### config.mk
export PLATFORM = sky130hd
export DESIGN_NAME = ddsl_core
export DESIGN_NICKNAME = d
export VERILOG_FILES = /design/src/ddsl_pkg.sv /design/src/ddsl_sync2.sv /design/src/ddsl_core.sv
export VERILOG_INCLUDE_DIRS = /design/src
export SDC_FILE = /design/constraint.sdc
export NUM_CORES = 1
export LEC_CHECK = 0
export BUFFER_PORTS_ARGS = -buffer_cell sky130_fd_sc_hd__clkbuf_2
export CORE_MARGIN = 1
export CORE_UTILIZATION = 50
export CTS_BUF_LIST = sky130_fd_sc_hd__clkbuf_4 sky130_fd_sc_hd__clkbuf_8 sky130_fd_sc_hd__clkbuf_16
export DETAILED_ROUTE_END_ITERATION = 10
export GPL_TIMING_DRIVEN = 0
export PLACE_DENSITY = 0.74
export SKIP_LAST_GASP = 1
export SLEW_MARGIN = 20
export SYNTH_ARGS = -nofsm -noshare
export SYNTH_HDL_FRONTEND = slang
export SYNTH_SLANG_ARGS = --single-unit
### constraint.sdc
create_clock -name clock_i -period 2.6 [get_ports clock_i]
set_clock_uncertainty 0.2 [all_clocks]
set_input_delay 0.26 -clock clock_i [delete_from_list [all_inputs] [get_ports clock_i]]
set_output_delay 0.26 -clock clock_i [all_outputs]
set_load 0.01 [all_outputs]
### src/ddsl_params.svh
`ifndef DDSL_PARAMS_SVH
`define DDSL_PARAMS_SVH

// ----------------------------------------------------------------
// frame layout
// ----------------------------------------------------------------
`define DDSL_FRAME_BITS     24
`define DDSL_CODE_BITS      16
`define DDSL_CHSEL_POS      23
`define DDSL_BOTH_POS       21
`define DDSL_CODE_MSB       15

// ----------------------------------------------------------------
// reset codes
// ----------------------------------------------------------------
`define DDSL_ZERO_CODE      16'h0000
`define DDSL_MID_CODE       16'h8000

// ----------------------------------------------------------------
// register map
// ----------------------------------------------------------------
`define DDSL_OFF_CTRL       4'h0
`define DDSL_OFF_STATUS     4'h1
`define DDSL_OFF_SHIFT      4'h2
`define DDSL_OFF_IN_A       4'h3
`define DDSL_OFF_IN_B       4'h4
`define DDSL_OFF_OUT_A      4'h5
`define DDSL_OFF_OUT_B      4'h6
`define DDSL_CTRL_SOFT_RST  0
`define DDSL_CTRL_RSTSELSW  1
`define DDSL_BAD_ADDR_DATA  32'hdead_0bad

// ----------------------------------------------------------------
// timing
// ----------------------------------------------------------------
`define DDSL_CLK_NS         100
`define DDSL_SDO_MAX_NS     30

`endif

### src/ddsl_pkg.sv
package ddsl_pkg;
  typedef logic [15:0] ddsl_code_t;
  typedef logic [23:0] ddsl_frame_t;
  typedef enum logic [1:0] {
    DDSL_DEST_NONE,
    DDSL_DEST_A,
    DDSL_DEST_B,
    DDSL_DEST_BOTH
  } ddsl_dest_t;
endpackage : ddsl_pkg

### src/ddsl_sync2.sv
`timescale 1ns/1ps
`default_nettype none
// ----------------------------------------------------------------
// two flop synchroniser with edge outputs
// ----------------------------------------------------------------
module ddsl_sync2 #(
  parameter int WIDTH = 1
) (
  // clock
  input  wire logic             clk_i,
  // async levels in
  input  wire logic [WIDTH-1:0] async_i,
  // synchronised level and edges
  output logic      [WIDTH-1:0] level_o,
  output logic      [WIDTH-1:0] rise_o
);
  logic [WIDTH-1:0] meta_q;
  logic [WIDTH-1:0] sync_q;
  logic [WIDTH-1:0] last_q;
  logic [WIDTH-1:0] meta_d;
  logic [WIDTH-1:0] sync_d;
  logic [WIDTH-1:0] last_d;

  always_comb begin
    meta_d = async_i;
    sync_d = meta_q;
    last_d = sync_q;
  end

  // no reset: the chain settles within three cycles of power up
  always_ff @(posedge clk_i) begin
    meta_q <= meta_d;
    sync_q <= sync_d;
    last_q <= last_d;
  end

  assign level_o = sync_q;
  assign rise_o  = sync_q & ~last_q;
endmodule : ddsl_sync2
`default_nettype wire

### src/ddsl_core.sv
// The implementer's own choices: the Avalon-MM interface to the registers and the register addresses.
`timescale 1ns/1ps
`default_nettype none
`include "ddsl_params.svh"
// Notes on behaviour
// - frame is 24 serial bits
// - select B23, both flag B21, code low sixteen
// - shift serial_in on each effective clock rise
// - load strobe low copies code, level sensitive
// - select 0 writes A, 1 writes B
// - both flag high loads both registers
// - update strobe rise copies both outputs together
// - input writes never disturb output registers
// - shift clock is select OR serial clock
// - select rising with clock low shifts once
// - shifting during load follows into inputs
// - reset rising edge, independent of strobes
// - reset with level select and RSTSELSW both low gives 0000
// - reset with level select high gives 8000
// - reset leaves shift register untouched
// - serial_out driven from final shift stage
// - code is straight binary of 65536 steps
module ddsl_core #(
  parameter int FRAME_BITS = `DDSL_FRAME_BITS,
  parameter int CODE_BITS  = `DDSL_CODE_BITS
) (
  // clock and bus reset
  input  wire logic                   clock_i,
  input  wire logic                   rst_i,
  // converter pins, asynchronous to clock_i
  input  wire logic                   select_n_i,
  input  wire logic                   serial_clk_i,
  input  wire logic                   serial_in_i,
  input  wire logic                   load_n_i,
  input  wire logic                   output_update_strobe_i,
  input  wire logic                   dev_reset_i,
  input  wire logic                   reset_level_select_i,
  // serial chain out
  output logic                        serial_out_o,
  // output register codes for the converter
  output ddsl_pkg::ddsl_code_t        code_a_o,
  output ddsl_pkg::ddsl_code_t        code_b_o,
  // avalon-mm slave
  input  wire logic [3:0]             avs_address,
  input  wire logic                   avs_read,
  input  wire logic                   avs_write,
  input  wire logic [31:0]            avs_writedata,
  input  wire logic [3:0]             avs_byteenable,
  output logic [31:0]                 avs_readdata,
  output logic                        avs_waitrequest
);

  // ----------------------------------------------------------------
  // pin synchronisation
  // ----------------------------------------------------------------
  // the pin clock must stay well below clock_i; 800 ns pin period vs 100 ns
  logic [6:0] pin_lvl;
  logic [6:0] pin_rise;

  ddsl_sync2 #(.WIDTH(7)) u_sync (
    .clk_i   (clock_i),
    .async_i ({reset_level_select_i, dev_reset_i, output_update_strobe_i,
               load_n_i, serial_in_i, serial_clk_i, select_n_i}),
    .level_o (pin_lvl),
    .rise_o  (pin_rise)
  );

  logic sel_n_s;
  logic sclk_s;
  logic sdi_s;
  logic load_n_s;
  logic upd_rise;
  logic rst_rise;
  logic reset_level_select_s;

  assign sel_n_s  = pin_lvl[0];
  assign sclk_s   = pin_lvl[1];
  assign sdi_s    = pin_lvl[2];
  assign load_n_s = pin_lvl[3];
  assign upd_rise = pin_rise[4];
  assign rst_rise = pin_rise[5];
  assign reset_level_select_s = pin_lvl[6];

  // ----------------------------------------------------------------
  // effective shift clock
  // ----------------------------------------------------------------
  logic eff_clk_q;
  logic eff_clk_d;
  logic shift_en;

  always_comb begin
    eff_clk_d = sel_n_s | sclk_s;
  end

  // select rise with clock low also counts
  assign shift_en = eff_clk_d & ~eff_clk_q;

  // ----------------------------------------------------------------
  // shift register
  // ----------------------------------------------------------------
  ddsl_pkg::ddsl_frame_t shift_q;
  ddsl_pkg::ddsl_frame_t shift_d;

  always_comb begin
    shift_d = shift_q;
    if (shift_en) begin
      shift_d = {shift_q[FRAME_BITS-2:0], sdi_s};
    end
  end

  always_ff @(posedge clock_i) begin
    if (rst_i) begin
      eff_clk_q <= 1'b1;
      shift_q   <= '0;
    end else begin
      eff_clk_q <= eff_clk_d;
      shift_q   <= shift_d;
    end
  end

  // ----------------------------------------------------------------
  // input and output registers
  // ----------------------------------------------------------------
  function automatic ddsl_pkg::ddsl_dest_t dest_of(input ddsl_pkg::ddsl_frame_t f);
    if (f[`DDSL_BOTH_POS]) begin
      dest_of = ddsl_pkg::DDSL_DEST_BOTH;
    end else if (f[`DDSL_CHSEL_POS]) begin
      dest_of = ddsl_pkg::DDSL_DEST_B;
    end else begin
      dest_of = ddsl_pkg::DDSL_DEST_A;
    end
  endfunction : dest_of

  ddsl_pkg::ddsl_code_t in_a_q;
  ddsl_pkg::ddsl_code_t in_b_q;
  ddsl_pkg::ddsl_code_t out_a_q;
  ddsl_pkg::ddsl_code_t out_b_q;
  ddsl_pkg::ddsl_code_t in_a_d;
  ddsl_pkg::ddsl_code_t in_b_d;
  ddsl_pkg::ddsl_code_t out_a_d;
  ddsl_pkg::ddsl_code_t out_b_d;
  ddsl_pkg::ddsl_dest_t dest;
  ddsl_pkg::ddsl_code_t rst_code;
  logic                 soft_rst;
  logic                 sw_reset_level_select_q;

  assign dest = dest_of(shift_d);

  always_comb begin
    rst_code = (reset_level_select_s | sw_reset_level_select_q) ? `DDSL_MID_CODE : `DDSL_ZERO_CODE;
  end

  always_comb begin
    in_a_d  = in_a_q;
    in_b_d  = in_b_q;
    out_a_d = out_a_q;
    out_b_d = out_b_q;
    if (rst_rise || soft_rst) begin
      in_a_d  = rst_code;
      in_b_d  = rst_code;
      out_a_d = rst_code;
      out_b_d = rst_code;
    end else begin
      if (!load_n_s) begin
        if (dest == ddsl_pkg::DDSL_DEST_A || dest == ddsl_pkg::DDSL_DEST_BOTH) begin
          in_a_d = shift_d[`DDSL_CODE_MSB:0];
        end
        if (dest == ddsl_pkg::DDSL_DEST_B || dest == ddsl_pkg::DDSL_DEST_BOTH) begin
          in_b_d = shift_d[`DDSL_CODE_MSB:0];
        end
      end
      if (upd_rise) begin
        out_a_d = in_a_q;
        out_b_d = in_b_q;
      end
    end
  end

  always_ff @(posedge clock_i) begin
    if (rst_i) begin
      in_a_q  <= `DDSL_ZERO_CODE;
      in_b_q  <= `DDSL_ZERO_CODE;
      out_a_q <= `DDSL_ZERO_CODE;
      out_b_q <= `DDSL_ZERO_CODE;
    end else begin
      in_a_q  <= in_a_d;
      in_b_q  <= in_b_d;
      out_a_q <= out_a_d;
      out_b_q <= out_b_d;
    end
  end

  // ----------------------------------------------------------------
  // pin outputs
  // ----------------------------------------------------------------
  logic sdo_q;
  logic sdo_d;

  always_comb begin
    sdo_d = shift_d[FRAME_BITS-1];
  end

  always_ff @(posedge clock_i) begin
    if (rst_i) begin
      sdo_q <= 1'b0;
    end else begin
      sdo_q <= sdo_d;
    end
  end

  assign serial_out_o = sdo_q;
  assign code_a_o     = out_a_q;
  assign code_b_o     = out_b_q;

  // ----------------------------------------------------------------
  // avalon slave
  // ----------------------------------------------------------------
  // reads answer one cycle late so readdata is a flop; writes land one cycle after that answer
  logic        wait_q;
  logic        wait_d;
  logic [31:0] rdata_q;
  logic [31:0] rdata_d;
  logic        sw_reset_level_select_d;
  logic        soft_rst_q;
  logic        soft_rst_d;
  logic        req;

  assign req      = avs_read | avs_write;
  assign soft_rst = soft_rst_q;

  always_comb begin
    wait_d      = 1'b1;
    rdata_d     = rdata_q;
    sw_reset_level_select_d = sw_reset_level_select_q;
    soft_rst_d  = 1'b0;
    if (req && wait_q) begin
      wait_d = 1'b0;
      if (avs_address == `DDSL_OFF_CTRL) begin
        rdata_d = {30'h0, sw_reset_level_select_q, 1'b0};
      end else if (avs_address == `DDSL_OFF_STATUS) begin
        rdata_d = {25'h0, pin_lvl};
      end else if (avs_address == `DDSL_OFF_SHIFT) begin
        rdata_d = {8'h0, shift_q};
      end else if (avs_address == `DDSL_OFF_IN_A) begin
        rdata_d = {16'h0, in_a_q};
      end else if (avs_address == `DDSL_OFF_IN_B) begin
        rdata_d = {16'h0, in_b_q};
      end else if (avs_address == `DDSL_OFF_OUT_A) begin
        rdata_d = {16'h0, out_a_q};
      end else if (avs_address == `DDSL_OFF_OUT_B) begin
        rdata_d = {16'h0, out_b_q};
      end else begin
        rdata_d = `DDSL_BAD_ADDR_DATA;
      end
    end
    if (avs_write && !wait_q && avs_address == `DDSL_OFF_CTRL && avs_byteenable[0]) begin
      soft_rst_d  = avs_writedata[`DDSL_CTRL_SOFT_RST];
      sw_reset_level_select_d = avs_writedata[`DDSL_CTRL_RSTSELSW];
    end
  end

  always_ff @(posedge clock_i) begin
    if (rst_i) begin
      wait_q      <= 1'b1;
      rdata_q     <= '0;
      sw_reset_level_select_q <= 1'b0;
      soft_rst_q  <= 1'b0;
    end else begin
      wait_q      <= wait_d;
      rdata_q     <= rdata_d;
      sw_reset_level_select_q <= sw_reset_level_select_d;
      soft_rst_q  <= soft_rst_d;
    end
  end

  assign avs_waitrequest = wait_q;
  assign avs_readdata    = rdata_q;
endmodule : ddsl_core
`default_nettype wire

# Word level (Yosys, flattened, before mapping)
# Index checks and enable logic that the tools add are counted.
[op_classes]
add_sub_neg = 0
mul = 0
div = 0
order_cmp = 0
eq_ne = 10
n_shift = 0
n_mux = 22
bitwise = 8
reduce_logical = 15
[op_table]
columns = ["operator", "n"]
rows = [
  ["32-bit two-way mux", 7],
  ["16-bit two-way mux", 11],
  ["24-bit two-way mux", 1],
  ["4-bit by 3-bit == test with 1-bit output, second input constant", 3],
  ["4-bit by 2-bit == test with 1-bit output, second input constant", 2],
  ["6-bit bitwise AND", 1],
  ["6-bit inverter", 1],
  ["2-bit nonzero test", 3],
  ["2-bit == test, second input constant", 2],
  ["4-bit by 1-bit == test with 1-bit output, second input constant", 1],
  ["1-bit logical AND", 4],
  ["4-bit zero test", 1],
  ["2-bit two-way mux", 2],
  ["2-bit AND reduction", 2],
  ["1-bit logical OR", 3],
  ["1-bit OR", 3],
  ["2-bit by 1-bit == test with 1-bit output, second input constant", 1],
  ["2-bit inequality test, second input constant", 1],
  ["1-bit inverter", 2],
  ["2-bit OR reduction", 1],
  ["1-bit bitwise AND", 1],
  ["1-bit zero test", 1],
  ["1-bit two-way mux", 1],
]
[word_totals]
reg_bits = 145
latch_bits = 0
mem_bits_rw = 0
romBits = 0
input_bits = 51
out_inout_bits = 66
wordCells = 70
memories = 0

# Depth between registers and ports, before layout
[depth]
word_depth = 10
ltp_mapped = 7
depth_no_buf = 4

# Hierarchy
# A second synthesis with hierarchy kept.
[hier_totals]
hier_cells = 589
hier_area_um2 = 5815.6
[modules_own_cells]
columns = ["mod", "instances", "cells_each", "area_each_um2", "seq_area_each_um2"]
rows = [
  ["ddsl_core", 1, 561, 5298.8, 2342.2],
  ["ddsl_sync2", 1, 28, 516.7, 420.4],
]

# Worst setup path before layout
# Ideal clock, no wire load.
[synth_timing]
kind = "reg-to-reg"
from = "reg u_sync.sync_q[1], in the netlist u_sync.level_o[1]"
to = "reg in_a_q[10]"
setup_time_ps = 121
arrival_ps = 1505
required_time_ps = 2279
path_slack_ps = 773
stages_incl_launch_ff = 6
n_path_buf = 1
synth_period_minus_slack_ps = 1827
cell_sequence = "dfxtp_1 > o21bai_2 > nor3b_1 > o31ai_4 > buf_6 > mux2_4"
[synth_via]
elab_chain_cells = 9
word_cells_on_any_way = 13
classes_between = "eq/ne: 2; mux: 6; bitwise: 2; reduce/logical: 3"
[synth_rtl]
columns = ["item", "line_no", "text"]
rows = [
  ["start, declared", "ddsl_sync2.sv:18", "logic [WIDTH-1:0] sync_q;"],
  ["start signal, assigned", "ddsl_sync2.sv:33", "sync_q <= sync_d;"],
  ["1-bit OR (*)", "ddsl_core.sv:92", "eff_clk_d = sel_n_s | sclk_s;"],
  ["1-bit bitwise AND (*)", "ddsl_core.sv:96", "assign shift_en = eff_clk_d & ~eff_clk_q;"],
  ["24-bit two-way mux (*)", "ddsl_core.sv:106", "if (shift_en) begin"],
  ["2-bit two-way mux", "ddsl_core.sv:127", "end else if (f[`DDSL_CHSEL_POS]) begin"],
  ["2-bit two-way mux", "ddsl_core.sv:125", "if (f[`DDSL_BOTH_POS]) begin"],
  ["2-bit by 1-bit == test with 1-bit output / 2-bit == test (equally long branches)", "ddsl_core.sv:165", "if (dest == ddsl_pkg::DDSL_DEST_A || dest == ddsl_pkg::DDSL_DEST_BOTH) begin"],
  ["1-bit logical OR", "ddsl_core.sv:165", ""],
  ["2-bit nonzero test (no source line)", "--", ""],
  ["2-bit AND reduction (no source line)", "--", ""],
  ["end signal, assigned", "ddsl_core.sv:181", "in_a_q <= `DDSL_ZERO_CODE;"],
  ["end signal, assigned", "ddsl_core.sv:186", "in_a_q <= in_a_d;"],
  ["end, declared", "ddsl_core.sv:134", "ddsl_pkg::ddsl_code_t in_a_q;"],
]
# Every way passes the cells marked *; elsewhere a longest branch is shown, timed or not. The select of a mux whose other input is x is not followed.
# A chain may end at the register's enable or synchronous reset.

# Worst setup path after layout
[layout_timing]
from = "reg u_sync.sync_q[0], in the netlist u_sync.level_o[0]"
to = "reg in_a_q[11]"
# Same word-level chain as after synthesis.

==> flow_metrics.tcl <==
set metrics [dict create \
    outcome "finished clean" \
    yosys.area_share.xor_xnor_pct 0.1550 \
    synthToLayoutAreaGrowth_pct 23.12 \
    maxSlewHeadroom_pct 29.41 \
    synth.most_common_cell "dfxtp_1" \
    avgSynthCellArea_um2 9.024 \
    synth_ff_type "dfxtp_1" \
    ys_top_cells_by_count "133 x dfxtp_1, 110 x nand2_1, 54 x a21oi_1" \
    clock_sinks 133 \
    synthDistinctLibCells 46 \
    setup_violations 0 \
    wire_per_inst_um 18.58 \
    min_to "soft_rst$_SDFF_PP0_" \
    async_flop_share_pct 0 \
    vias_per_cell 5.717 \
    yosysWarnings 0 \
    worstSetupEndpointType "flip-flop" \
    num_vias 5065 \
    cts_tree "built" \
    r2r_start "u_sync.level_o[0]$_DFF_P_" \
    hp-start "avs_byteenable[0]" \
    cp_data_arrival_time_ns 2.37 \
    path_cells "o21bai_2 -> nor3b_1 -> o31ai_4 -> buf_6 -> mux2_4" \
    grt_max_degree 17 \
    finalNonFillerCells 886 \
    highest_layer "met4" \
    port_buffers 78 \
    antenna_cells 0 \
    layout-drive-gt1-share_pct 23.06 \
    synth-seq-area-share_pct 47.13 \
    synth_top_family_by_area "simple AND/OR/NAND/NOR gates" \
    antenna_left 0 \
    crit_buf_inv 1 \
    gp_congestion 0.9323 \
    cts-root-buf "clkbuf_16" \
    power.total_mw 5.151 \
    slowest_delay_ns 0.59 \
    hold_violations 0 \
    crit_type "flip-flop to flip-flop" \
    final-max-slew-violation-count 0 \
    start_util_pct 51.66 \
    cts_repair_resize_count 0 \
    fin_crit_ns 2.275 \
    antenna_found_initial 0 \
    synth_cells 626 \
    worstMarginPinSlew_ns 1.057 \
    row_count 38 \
    yosys.area_share.adder_pct 0 \
    cts_made_buffers 17 \
    cp_data_required_time_ns 2.70 \
    synth_top_area_share_pct 47.13 \
    drt_iter0_drc 476 \
    synth_edf_count 0 \
    hp-class "primary input to flip-flop" \
    fin_util_pct 63.60 \
    rr_worst_depth 5 \
    wl_met2_um 7659 \
    fmax_mhz 439.6 \
    ff2ff_setup_slack_ns 0.33 \
    synth_area_mm2 0.005649 \
    ys_ff_latch 133 \
    ys_top_cells_by_area "dfxtp_1 47%, nand2_1 7.3%, mux2i_1 6.6%" \
    dpl.hpwl_um 11420 \
    wl_um 16470 \
    fp.dieH_um 108.3 \
    reg2reg_to "in_a_q[11]$_SDFFE_PP0P_" \
    coreArea_mm2 0.01094 \
    drc 0 \
    insertion_delay_ns 0.42 \
    grt_pass1_wl_um 24900 \
    yosys-mux-area-fraction_pct 14.13 \
    cp_slowest_cell "o31ai_4" \
    whs_path_depth 4 \
    cts_max_level 4 \
    start_kind "flip-flop" \
    rsz0062_at_grt "no" \
    peakVddDrop_mv 0.6298 \
    nets 784 \
    synthSimpleGateAreaFrac_pct 18.12 \
    clk_pin_slew_ns 0.05 \
    die-area_mm2 0.01173 \
    synth.largest_area_cell "dfxtp_1" \
    wl_met3_um 1512 \
    power_density_mw_per_mm2 740.5 \
    met1Wirelength_um 6761 \
    grt_overflow 0 \
    placed_cells 845 \
    grt_pass1_vias 4822 \
    io_pins 117 \
    die_w_um 108.3 \
    fin_setup_tns_ns 0 \
    p_leak_nw 2.863 \
    crit_family "compound AO/OA/AOI/OAI gates" \
    max-clock-path-buffers 2 \
    firstDrtPassIters 5 \
    synth_compound_area_share_pct 15.17 \
    drv_cap 0 \
    grt_use_total_pct 28.89 \
    crit_fanout 10 \
    post-route-period-util_pct 87.50 \
]
[timing repair]
action,4_1_cts,5_1_grt
setup buffers,0,0
hold endpoints to repair,9,0
hold buffers,9,0
[routing by layer]
metal,GRT usage [%],up-vias
met5,0,-
met4,15.06,0
met3,6.028,40
met2,45.59,275
met1,37.20,2402
li1,-,2348
[report_power, final]
group | switching [mW] | internal [mW] | total [mW] | leakage [nW]
combinational | 0.269 | 0.143 | 0.412 | 1.46
sequential | 0.0291 | 2.08 | 2.11 | 1.08
clock | 0.864 | 1.76 | 2.62 | 0.322
[cell usage in the layout (no fill, tap or decap), types with 14 or more instances in the layout]
master,Yosys,final
dfxtp_1,133,133
mux2_2,14,14
clkbuf_16,0,17
clkbuf_2,0,78
nand2_1,110,110
a21oi_1,54,54
nor2_1,48,48
nor2b_1,33,33
clkbuf_1,22,22
o21ai_0,25,25
mux2_4,18,18
mux2i_1,37,37
[through the flow]
step / hold WS [ns] / setup slack, ns / area (um^2)
2_1_floorplan: 0.08772 / 0.7732 / 5653
6_report: 0.05276 / 0.3251 / 6955
3_5_place_dp: 0.1135 / 0.1971 / 6218
5_1_grt: 0.05462 / 0.2781 / 6955
3_3_place_gp: 0.1128 / 0.2200 / 6218
4_1_cts: 0.03999 / 0.3668 / 6955
[cell families (layout without fill, tap and decap cells)]
logic type | after synthesis | count (layout)
other | 1 | 2
muxes | 69 | 69
xor gates and xnor gates | 1 | 1
buffers and inverters | 60 | 179
and+or+nand+nor | 225 | 225
DFF | 133 | 133
AOI/OAI and AO/OA | 137 | 137
[flip-flops by register name, summed over array words and instances (netlist names), 2 cells and up]
register,count
u_sync.last_q,2
avs_readdata,25
in_b_q,16
in_a_q,16
code_b_o,16
u_sync.meta_q,7
code_a_o,16
shift_q,24
u_sync.level_o,7
[worst max-delay path by stage]
stage | to | start | slack [ns] | cells after the start
after floorplan | in_a_q[10]$_SDFFE_PP0P_ | u_sync.level_o[1]$_DFF_P_ | 0.77 | 5
after global placement | avs_readdata[3]$_SDFFE_PP0P_ | avs_address[3] | 0.22 | 5
after detailed placement | avs_readdata[3]$_SDFFE_PP0P_ | avs_address[3] | 0.20 | 5
after CTS | in_a_q[11]$_SDFFE_PP0P_ | u_sync.level_o[1]$_DFF_P_ | 0.37 | 5
after global routing | in_a_q[11]$_SDFFE_PP0P_ | u_sync.level_o[1]$_DFF_P_ | 0.28 | 5
final | in_a_q[11]$_SDFFE_PP0P_ | u_sync.level_o[0]$_DFF_P_ | 0.33 | 5
[worst register-to-register path, stage by stage, from the launching register on]
cell and delay [ns]:
dfxtp_1 0.36, o21bai_2 0.28, nor3b_1 0.13, o31ai_4 0.59
buf_6 0.29, mux2_4 0.32
[area by class of cell]
class,instances,area (um^2)
clock inverter,10,177.7
sequential,133,2663
inverter,8,30.03
buffer,52,265.3
timing repair buffer,87,480.5
multi-input combinational,434,2695
fill,944,3980
tap,140,175.2
clock buffer,22,469.2
(Power assumes the default switching activity.)
